[src/rtl/radio_cfg.svh]
// Offsets, field positions, reset values and command codes of the radio register bank
`ifndef RADIO_CFG_SVH
`define RADIO_CFG_SVH

// ----------------------------------------
// Register offsets
// ----------------------------------------
`define ADDR_CHANNEL 5'h05
`define ADDR_SETUP 5'h06
`define ADDR_STATUS 5'h07
`define ADDR_OBSERVE 5'h08
`define ADDR_POWER 5'h09
`define ADDR_PIPE0 5'h0a

// ----------------------------------------
// Serial commands
// ----------------------------------------
`define CMD_READ 3'h0
`define CMD_WRITE 3'h1

// ----------------------------------------
// Reset values and receive pipe field codes
// ----------------------------------------
`define RST_CHANNEL 7'h02
`define RST_POWER 2'h3
`define RST_HIGH_RATE 1'h1
`define RST_PIPE0 40'he7e7e7e7e7
`define PIPE_EMPTY 3'h7
`define PIPE_LAST 3'h5

// ----------------------------------------
// Field positions
// ----------------------------------------
`define BIT_CARRIER 7
`define BIT_LOW_RATE 5
`define BIT_PLL_LOCK 4
`define BIT_HIGH_RATE 3
`define POWER_MSB 2
`define POWER_LSB 1
`define BIT_RX_READY 6
`define BIT_TX_DONE 5
`define BIT_RETRY_OUT 4

// ----------------------------------------
// Counts
// ----------------------------------------
`define COUNT_MAX 4'hf
`define BITS_LAST 3'h7
`define PIPE0_LAST_BYTE 3'h4
`define WIDTH_3 2'h1
`define WIDTH_4 2'h2
`define WIDTH_5 2'h3
`define BYTES_3 3'h3
`define BYTES_4 3'h4
`define BYTES_5 3'h5
`define BYTES_NONE 3'h0

`endif

[src/rtl/radio_pkg.sv]
// Types shared by the radio register bank
package radio_pkg;

    typedef enum logic [1:0] {
        LINK_IDLE = 2'b00,
        LINK_COMMAND = 2'b01,
        LINK_DATA = 2'b11
    } link_state_t;

    typedef enum logic [1:0] {
        RATE_1M = 2'b00,
        RATE_2M = 2'b01,
        RATE_250K = 2'b10
    } rate_t;

endpackage : radio_pkg

[src/rtl/radio_status_config_regs.sv]
// Radio configuration and status registers reached over the serial port
`timescale 1ns/1ps
`include "radio_cfg.svh"

module radio_status_config_regs
    import radio_pkg::*;
(
    // Clock and reset
    input wire logic clk,
    input wire logic rst_b,
    // Serial port pins
    input wire logic csn_b,
    input wire logic sck,
    input wire logic mosi,
    output logic miso,
    output logic miso_oe,
    // Events and levels from the radio core
    input wire logic rx_payload_arrived,
    input wire logic [2:0] rx_pipe,
    input wire logic rx_fifo_empty,
    input wire logic tx_fifo_full,
    input wire logic tx_packet_sent,
    input wire logic ack_received,
    input wire logic auto_acknowledge,
    input wire logic retry_limit_hit,
    input wire logic packet_lost,
    input wire logic retransmit_done,
    input wire logic new_packet_start,
    input wire logic power_detect,
    input wire logic [3:0] retry_limit,
    input wire logic [1:0] address_width,
    // Settings to the radio core
    output logic [6:0] channel_number,
    output logic continuous_carrier,
    output rate_t data_rate,
    output logic [1:0] transmit_power,
    output logic [39:0] pipe0_address,
    output logic retry_allowed,
    output logic link_halted
);

    // ----------------------------------------
    // Helpers
    // ----------------------------------------
    function automatic logic [2:0] width_bytes(input logic [1:0] code);
        case (code)
            `WIDTH_3: width_bytes = `BYTES_3;
            `WIDTH_4: width_bytes = `BYTES_4;
            `WIDTH_5: width_bytes = `BYTES_5;
            default: width_bytes = `BYTES_NONE;
        endcase
    endfunction : width_bytes

    function automatic logic [3:0] saturating_inc(input logic [3:0] value);
        saturating_inc = (value == `COUNT_MAX) ? value : value + 4'h1;
    endfunction : saturating_inc

    // ----------------------------------------
    // Pin synchronisers
    // ----------------------------------------
    // Each pin passes three flops; a change counts once the last two agree.
    logic [2:0] csn_sync;
    logic [2:0] sck_sync;
    logic [2:0] mosi_sync;
    logic csn_clean;
    logic sck_clean;
    logic mosi_clean;
    logic sck_prev;

    always_ff @(posedge clk) begin
        if (!rst_b) begin
            csn_sync <= 3'h7;
            sck_sync <= 3'h0;
            mosi_sync <= 3'h0;
        end else begin
            csn_sync <= {csn_sync[1:0], csn_b};
            sck_sync <= {sck_sync[1:0], sck};
            mosi_sync <= {mosi_sync[1:0], mosi};
        end
    end

    always_ff @(posedge clk) begin
        if (!rst_b) begin
            csn_clean <= 1'b1;
            sck_clean <= 1'b0;
            mosi_clean <= 1'b0;
            sck_prev <= 1'b0;
        end else begin
            if (csn_sync[1] == csn_sync[2]) csn_clean <= csn_sync[2];
            if (sck_sync[1] == sck_sync[2]) sck_clean <= sck_sync[2];
            if (mosi_sync[1] == mosi_sync[2]) mosi_clean <= mosi_sync[2];
            sck_prev <= sck_clean;
        end
    end

    logic sck_rise;
    logic sck_fall;
    assign sck_rise = !csn_clean && sck_clean && !sck_prev;
    assign sck_fall = !csn_clean && !sck_clean && sck_prev;

    // ----------------------------------------
    // Registers and status fields
    // ----------------------------------------
    logic [7:0] setup;
    logic receive_ready_flag;
    logic transmit_done_flag;
    logic retry_exhausted_flag;
    logic [3:0] lost_packet_count;
    logic [3:0] retry_count;
    logic [2:0] pipe_field;
    logic [7:0] status_byte;

    assign pipe_field = (rx_fifo_empty || rx_pipe > `PIPE_LAST) ? `PIPE_EMPTY : rx_pipe;
    assign status_byte = {1'b0, receive_ready_flag, transmit_done_flag,
                          retry_exhausted_flag, pipe_field, tx_fifo_full};

    // ----------------------------------------
    // Serial framing
    // ----------------------------------------
    link_state_t state;
    logic [2:0] bit_count;
    logic [7:0] shift_in;
    logic [7:0] tx_byte;
    logic [2:0] byte_index;
    logic [4:0] reg_addr;
    logic is_write;
    logic is_read;
    logic [7:0] next_shift;
    logic byte_done;
    logic write_strobe;

    assign next_shift = {shift_in[6:0], mosi_clean};
    assign byte_done = sck_rise && bit_count == `BITS_LAST;
    assign write_strobe = byte_done && state == LINK_DATA && is_write;

    function automatic logic [7:0] read_byte(input logic [4:0] addr, input logic [2:0] idx);
        read_byte = 8'h00;
        if (idx == 3'h0) begin
            case (addr)
                `ADDR_CHANNEL: read_byte = {1'b0, channel_number};
                `ADDR_SETUP: read_byte = {setup[7:1], 1'b0};
                `ADDR_STATUS: read_byte = status_byte;
                `ADDR_OBSERVE: read_byte = {lost_packet_count, retry_count};
                `ADDR_POWER: read_byte = {7'h00, power_detect};
                default: read_byte = 8'h00;
            endcase
        end
        if (addr == `ADDR_PIPE0 && idx <= `PIPE0_LAST_BYTE) begin
            read_byte = pipe0_address[{idx, 3'h0} +: 8];
        end
    endfunction : read_byte

    always_ff @(posedge clk) begin
        if (!rst_b) begin
            state <= LINK_IDLE;
            bit_count <= 3'h0;
            shift_in <= 8'h00;
            byte_index <= 3'h0;
            reg_addr <= 5'h00;
            is_write <= 1'b0;
            is_read <= 1'b0;
        end else if (csn_clean) begin
            state <= LINK_IDLE;
            bit_count <= 3'h0;
        end else begin
            case (state)
                LINK_IDLE: begin
                    state <= LINK_COMMAND;
                    byte_index <= 3'h0;
                end
                LINK_COMMAND: begin
                    if (byte_done) begin
                        state <= LINK_DATA;
                        reg_addr <= next_shift[4:0];
                        is_write <= next_shift[7:5] == `CMD_WRITE;
                        is_read <= next_shift[7:5] == `CMD_READ;
                    end
                end
                LINK_DATA: begin
                    if (byte_done && byte_index != 3'h7) byte_index <= byte_index + 3'h1;
                end
                default: state <= LINK_IDLE;
            endcase
            if (sck_rise) begin
                shift_in <= next_shift;
                bit_count <= bit_count + 3'h1;
            end
        end
    end

    // Byte to send is loaded at each byte boundary; the first status bit leaves when select goes low, the rest on falling edges.
    always_ff @(posedge clk) begin
        if (!rst_b) begin
            tx_byte <= 8'h00;
            miso <= 1'b0;
        end else if (state == LINK_IDLE && !csn_clean) begin
            tx_byte <= status_byte;
            miso <= status_byte[7];
        end else if (byte_done) begin
            if (state == LINK_COMMAND && next_shift[7:5] == `CMD_READ) begin
                tx_byte <= read_byte(next_shift[4:0], 3'h0);
            end else if (state == LINK_DATA && is_read) begin
                tx_byte <= read_byte(reg_addr, byte_index + 3'h1);
            end else begin
                tx_byte <= 8'h00;
            end
        end else if (sck_fall) begin
            miso <= tx_byte[3'(`BITS_LAST - bit_count)];
        end
    end

    assign miso_oe = !csn_clean;

    // ----------------------------------------
    // Configuration registers
    // ----------------------------------------
    always_ff @(posedge clk) begin
        if (!rst_b) begin
            channel_number <= `RST_CHANNEL;
        end else if (write_strobe && reg_addr == `ADDR_CHANNEL && byte_index == 3'h0) begin
            channel_number <= next_shift[6:0];
        end
    end

    always_ff @(posedge clk) begin
        if (!rst_b) begin
            setup <= 8'h00;
            setup[`POWER_MSB:`POWER_LSB] <= `RST_POWER;
            setup[`BIT_HIGH_RATE] <= `RST_HIGH_RATE;
        end else if (write_strobe && reg_addr == `ADDR_SETUP && byte_index == 3'h0) begin
            // Reserved bit 6 and obsolete bit 0 are not stored
            setup <= next_shift & 8'hbe;
        end
    end

    assign continuous_carrier = setup[`BIT_CARRIER];
    assign transmit_power = setup[`POWER_MSB:`POWER_LSB];

    always_comb begin
        if (setup[`BIT_LOW_RATE]) begin
            data_rate = RATE_250K;
        end else if (setup[`BIT_HIGH_RATE]) begin
            data_rate = RATE_2M;
        end else begin
            data_rate = RATE_1M;
        end
    end

    // Bytes past the configured width are dropped, so short addresses stay in the low bytes.
    always_ff @(posedge clk) begin
        if (!rst_b) begin
            pipe0_address <= `RST_PIPE0;
        end else if (write_strobe && reg_addr == `ADDR_PIPE0
                     && byte_index < width_bytes(address_width)) begin
            pipe0_address[{byte_index, 3'h0} +: 8] <= next_shift;
        end
    end

    // ----------------------------------------
    // Status flags
    // ----------------------------------------
    logic status_write;
    logic sent_event;
    assign status_write = write_strobe && reg_addr == `ADDR_STATUS && byte_index == 3'h0;
    assign sent_event = auto_acknowledge ? ack_received : tx_packet_sent;

    // A hardware event in the clearing cycle wins over the clear.
    always_ff @(posedge clk) begin
        if (!rst_b) begin
            receive_ready_flag <= 1'b0;
        end else if (rx_payload_arrived) begin
            receive_ready_flag <= 1'b1;
        end else if (status_write && next_shift[`BIT_RX_READY]) begin
            receive_ready_flag <= 1'b0;
        end
    end

    always_ff @(posedge clk) begin
        if (!rst_b) begin
            transmit_done_flag <= 1'b0;
        end else if (sent_event) begin
            transmit_done_flag <= 1'b1;
        end else if (status_write && next_shift[`BIT_TX_DONE]) begin
            transmit_done_flag <= 1'b0;
        end
    end

    always_ff @(posedge clk) begin
        if (!rst_b) begin
            retry_exhausted_flag <= 1'b0;
        end else if (retry_limit_hit) begin
            retry_exhausted_flag <= 1'b1;
        end else if (status_write && next_shift[`BIT_RETRY_OUT]) begin
            retry_exhausted_flag <= 1'b0;
        end
    end

    assign link_halted = retry_exhausted_flag;

    // ----------------------------------------
    // Transmit observe counters
    // ----------------------------------------
    always_ff @(posedge clk) begin
        if (!rst_b) begin
            lost_packet_count <= 4'h0;
        end else if (write_strobe && reg_addr == `ADDR_CHANNEL && byte_index == 3'h0) begin
            lost_packet_count <= 4'h0;
        end else if (packet_lost) begin
            lost_packet_count <= saturating_inc(lost_packet_count);
        end
    end

    always_ff @(posedge clk) begin
        if (!rst_b) begin
            retry_count <= 4'h0;
        end else if (new_packet_start) begin
            retry_count <= 4'h0;
        end else if (retransmit_done) begin
            retry_count <= saturating_inc(retry_count);
        end
    end

    // Zero limit never allows a retransmit; N allows exactly N.
    assign retry_allowed = retry_count < retry_limit;

endmodule : radio_status_config_regs

[config.mk]
export PLATFORM = sky130hd
export DESIGN_NAME = radio_status_config_regs
export DESIGN_NICKNAME = d
export VERILOG_FILES = /design/src/rtl/radio_pkg.sv /design/src/rtl/radio_status_config_regs.sv
export VERILOG_INCLUDE_DIRS = /design/src /design/src/rtl
export SDC_FILE = /design/constraint.sdc
export NUM_CORES = 1
export LEC_CHECK = 0
export BUFFER_PORTS_ARGS = -buffer_cell sky130_fd_sc_hd__buf_4
export CAP_MARGIN = 20
export CORE_MARGIN = 2
export CORE_UTILIZATION = 38
export DETAILED_ROUTE_END_ITERATION = 6
export GPL_TIMING_DRIVEN = 0
export MAX_ROUTING_LAYER = met4
export PLACE_DENSITY = 0.56
export SETUP_SLACK_MARGIN = 0.4
export SLEW_MARGIN = 30
export SYNTH_ARGS = -nofsm -noshare
export SYNTH_HDL_FRONTEND = slang
export SYNTH_SLANG_ARGS = --single-unit
[constraint.sdc]
create_clock -name clk -period 2.98 [get_ports clk]
set_clock_uncertainty 0.1 [all_clocks]
set_input_delay 0.298 -clock clk [delete_from_list [all_inputs] [get_ports clk]]
set_output_delay 0.298 -clock clk [all_outputs]
set_load 0.02 [all_outputs]
# After elaboration in Yosys (flattened, before gate mapping)
# Cells that the tools add are included.
# Widths: inputs -> output; s select.
# op_classes
eq_ne	27
mux	28
bitwise	6
n_addsub	6
order_cmp	5
n_reduce_logical	47
n_shift	3
# op_table
cell	count
$pmux 8 s5	2
$bwmux 40	1
$mux 8	5
$shift 8x8->40 const A	1
$shiftx 40x7->8	1
$shiftx 8x8->40	1
$eq 5x3->1 const B	6
$eq 5x4->1 const B	6
$logic_and 1x1->1	23
$mux 7	2
$reduce_and 2->1	5
$reduce_bool 2->1	5
$logic_not 3->1	3
$mux 1	9
$mux 3	3
$pmux 3 s3	1
$add 4x1->4 const B	2
$eq 4x4->1 const B	2
$neg 6->8	1
$reduce_or 2->1	4
$add 3x1->3 const B	2
$eq 2x2->1 const B	3
$not 1->1	6
$pmux 2 s3	1
20 further kinds	27
# totals
output_inout_bits	56
regBits	108
wordCells	147
inputBits	25

# Longest topological paths before layout
# logic_depth
ltp_word	11
depth_mapped	9
depth_no_buf	8

# Worst setup path after synthesis
# Ideal clock, no wire load.
# synth_timing
kind	flip-flop to flip-flop
start	reg byte_index[0]
end	reg pipe0_address[18]
t_required_ps	2751
path_slack_ps	402
setup_ps	129
stages_incl_launch_ff	9
path_buffers	0
synth_period_minus_slack_ps	2578
arrival_time_ps	2349
path_cell_list	dfxtp_1 inv_1 ha_1 ha_1 nand3b_1 or3_1 a2111oi_4 mux2i_1 nand2_1
# synth_between
elab_chain_len	3
word_cells_on_any_way	6
cone_classes	1 x add/sub; 1 x order compare; 2 x shift; 1 x mux; 1 x reduce/logical
# synth_lines
element	line	text
start: declaration	radio_status_config_regs.sv:124	logic [2:0] byte_index;
start signal: assignment	radio_status_config_regs.sv:180	if (byte_done && byte_index != 3'h7) byte_index <= byte_index + 3'h1;
$neg 6->8	radio_status_config_regs.sv:255	pipe0_address[{byte_index, 3'h0} +: 8] <= next_shift;
$shiftx 8x8->40 / $shift 8x8->40 (equally long branches)	radio_status_config_regs.sv:255	
$bwmux 40	radio_status_config_regs.sv:255	
end signal: assignment	radio_status_config_regs.sv:252	pipe0_address <= `RST_PIPE0;
end signal: indexed assignment	radio_status_config_regs.sv:255	
end: declaration	radio_status_config_regs.sv:37	output logic [39:0] pipe0_address,
# Several ways; a longest one is shown, not always the timed one.
# A chain may end at the register's enable or synchronous reset.

# Worst setup path in the final report
# layout_timing
start	reg reg_addr[0]
end	reg pipe0_address[38]
# layout_between
elab_chain_len	3
# layout_lines
element	line	text
start: declaration	radio_status_config_regs.sv:125	logic [4:0] reg_addr;
start signal: assignment	radio_status_config_regs.sv:174	reg_addr <= next_shift[4:0];
$eq 5x4->1 (no line)	n/a	
$logic_and 1x1->1 (no line)	n/a	
$logic_and 1x1->1	radio_status_config_regs.sv:253	end else if (write_strobe && reg_addr == `ADDR_PIPE0
# Every way passes these cells.

==> impl_metrics.csv <==
group,metric,value,unit
logic_synthesis,synth_fa_ha_area_share,3.16,%
final_layout,final_design_area_no_fill,0.00699,mm²
logic_synthesis,synth_ff_type,"dfxtp_1",
route,ant_nets,0,
timing,period_needed,2500,ps
critical_path,max_stage_delay,400,ps
logic_synthesis,synth-seq-cells,108,
global_route,overflow,0,
min_path,hold_class,"in -> reg",
logic_synthesis,ys_types,61,
logic_synthesis,syn_inst,644,
die,start_util,38.5,%
critical_path,critical_path.max_fanout,8,
timing,worstMarginPinSlew,882,ps
logic_synthesis,synth_area,0.00554,mm²
route,avgViaCountPerCell,5.66,
power_and_ir_drop,peakVddDrop,0.000286,V
logic_synthesis,syn_avg_cell_area,8.60,µm²
cts,htree_levels,3,
place,placed_cell_area,0.00639,mm²
cts,clock-root-buffer,"clkbuf_16",
logic_synthesis,synthXorXnorAreaFrac,0.949,%
critical_path,worstPathCellList,"nand2b_1, or3_1, buf_2, a2111oi_4, nor4b_4, buf_6, mux2i_1",
route,drc,0,
timing,drv_slew,0,
timing,setup_violations,0,
place,hpwl,13800,µm
timing,hold_viol_final,0,
final_layout,area_growth,26.3,%
final_layout,nets,788,
logic_synthesis,synth_top_family_by_area,"simple AND/OR/NAND/NOR gates",
cts,clk_pin_slew_worst_paths,80,ps
timing,rsz0062_at_grt,"false",
power_and_ir_drop,leakagePower,2.73,nW
logic_synthesis,synthMuxAreaShare,15.1,%
die,rows,44,
logic_synthesis,ys_top_cells_by_count,"dfxtp_1, nand2_1, mux2i_1, nor2_1, clkbuf_1",
cts,cts_sinks,108,
logic_synthesis,synth_top_area_share,39.1,%
route,wl,18800,µm
die,boundaryPins,81,
logic_synthesis,yosysWarnings,0,
timing,fmax,399,MHz
logic_synthesis,synth_edf_count,0,
final_layout,diodes,0,
critical_path,endpoint_kind,"flop",
die,die_h,125,µm
logic_synthesis,synth-compound-area-share,16.9,%
critical_path,cp-start-kind,"flop",
route,drt-wirelength-per-cell,20.0,µm
cts,cts_buffer_depth,2,
logic_synthesis,synthSimpleGateAreaFrac,19.9,%
place,gp_congestion,0.940,
logic_synthesis,synth.most_common_cell,"dfxtp_1",
power_and_ir_drop,power_density,424,mW/mm²
logic_synthesis,synthArstFlopShare,0,%
place,port_buffers,80,
logic_synthesis,synth_top_area_cell,"dfxtp_1",
final_layout,drive_gt1_share,21.1,%
critical_path,critPathKind,"reg -> reg",
critical_path,crit_arrival,2700,ps
die,core,0.0144,mm²
run,maxCapViolations,0,
route,drtPass1Iterations,5,
die,die_area,0.0155,mm²
timing,whs,31.7,ps
cts,insertion_delay,370,ps
logic_synthesis,synth-seq-area-share,39.1,%
critical_path,required,3170,ps
logic_synthesis,synthesis.nets,683,
global_route,track_usage,24.6,%
route,drt-initial-drc-count,390,
logic_synthesis,netlist_top_cells_area,"dfxtp_1, mux2i_1, nand2_1",
cts,cts_buffers,9,
global_route,grt_pass1_wl,28600,µm
global_route,first_global_vias,5028,
critical_path,critPathSlowestCell,"dfxtp_1",
global_route,antenna_found_initial,0,
global_route,grt_max_degree,21,
status,status,"finished clean",
route,via_count,5305,
cts,cts_tree,"done",
timing,slew_headroom,40.8,%
timing,timing.final.crit_share,84.1,%
die,die_w,125,µm
layer usage:
metal / global-route usage (%) / wire length (µm) / vias to the layer above
met1: 33.5 / 8670 / 2554
li1: - / - / 2505
met2: 37.4 / 8520 / 216
met3: 4.73 / 1290 / 30
met5: - / 0 / -
met4: 6.81 / 309 / 0
stage by stage:
stage	total power, W	cells	setup slack [ps]	TNS [ps]	utilization, %
after global placement	0.00161	908	-380	-3350	44.3
after floorplan	0.00155	644	402	0	-
final	0.00296	938	475	0	48.7
after CTS	0.00298	932	400	0	47.8
after global routing	0.00305	938	382	0	48.7
after detailed placement	0.00161	908	-389	-3090	44.4
registers in the layout, summed over array words and instances, names as in the netlist, 2 cells and up:
register           count
byte_index             3
shift_in               7
retry_count            4
state                  2
setup                  6
mosi_sync              3
pipe0_address         40
sck_sync               3
csn_sync               3
lost_packet_count      4
tx_byte                8
reg_addr               5
bit_count              3
channel_number         7
critical path, delay by kind of cell, from the launching register on:
family	cells	cell delay, ps
and+or+nand+nor	3	1020
DFF	1	400
buffers and inverters	2	380
AOI/OAI and AO/OA	1	320
muxes	1	210
cells by family (layout without fill, tap and decap cells):
kind of cell               Yosys count  count (layout)
and+or+nand+nor                    231             231
AOI/OAI and AO/OA                  137             137
DFF                                108             108
muxes                               79              79
buffers and inverters               69             179
adders and majority gates           14              14
xor gates and xnor gates             6               6
layout by cell type, fill, tap and decap left out, types with 12 or more instances in the layout:
cell      synthesis  layout
dfxtp_1         108     103
buf_4             4      98
nand2_1          74      73
mux2i_1          71      70
nor2_1           68      67
a21oi_1          36      36
clkbuf_1         41      32
o21ai_0          23      23
inv_1            20      19
nand2b_1         14      14
nand3_1          15      14
ha_1             14      12
report_power, final:
group	internal (W)	switching [W]
sequential	0.00145	0.0000142
combinational	0.0000457	0.0000666
clock	0.000763	0.000622
area by class of cell:
type / count / area [µm²]
multi-input cells: 467 / 3210
fillers: 1379 / 7380
plain buffers: 48 / 225
clock buffers: 9 / 225
flip-flops and latches: 108 / 2180
clock inverters: 7 / 116
well taps: 184 / 230
repair buffers: 94 / 724
inverters: 21 / 82.6
worst paths after layout:
check | from | to | slack (ps) | depth (start not counted)
worst min-delay path | mosi | mosi_sync[0] | 30 | 2
worst min register to register | csn_sync[0] | csn_sync[1] | 330 | 1
worst max register to register | reg_addr[0] | pipe0_address[38] | 480 | 7
worst max-delay path | reg_addr[0] | pipe0_address[38] | 480 | 7
repair_timing:
action | CTS | global route
pin swaps | 3 | 4
resized for setup | 24 | 27
hold endpoints to repair | 1 | 0
endpoints found under the setup margin | 69 | 61
buffers inserted | 7 | 6
hold buffers | 1 | 0
(Power assumes the default switching activity.)
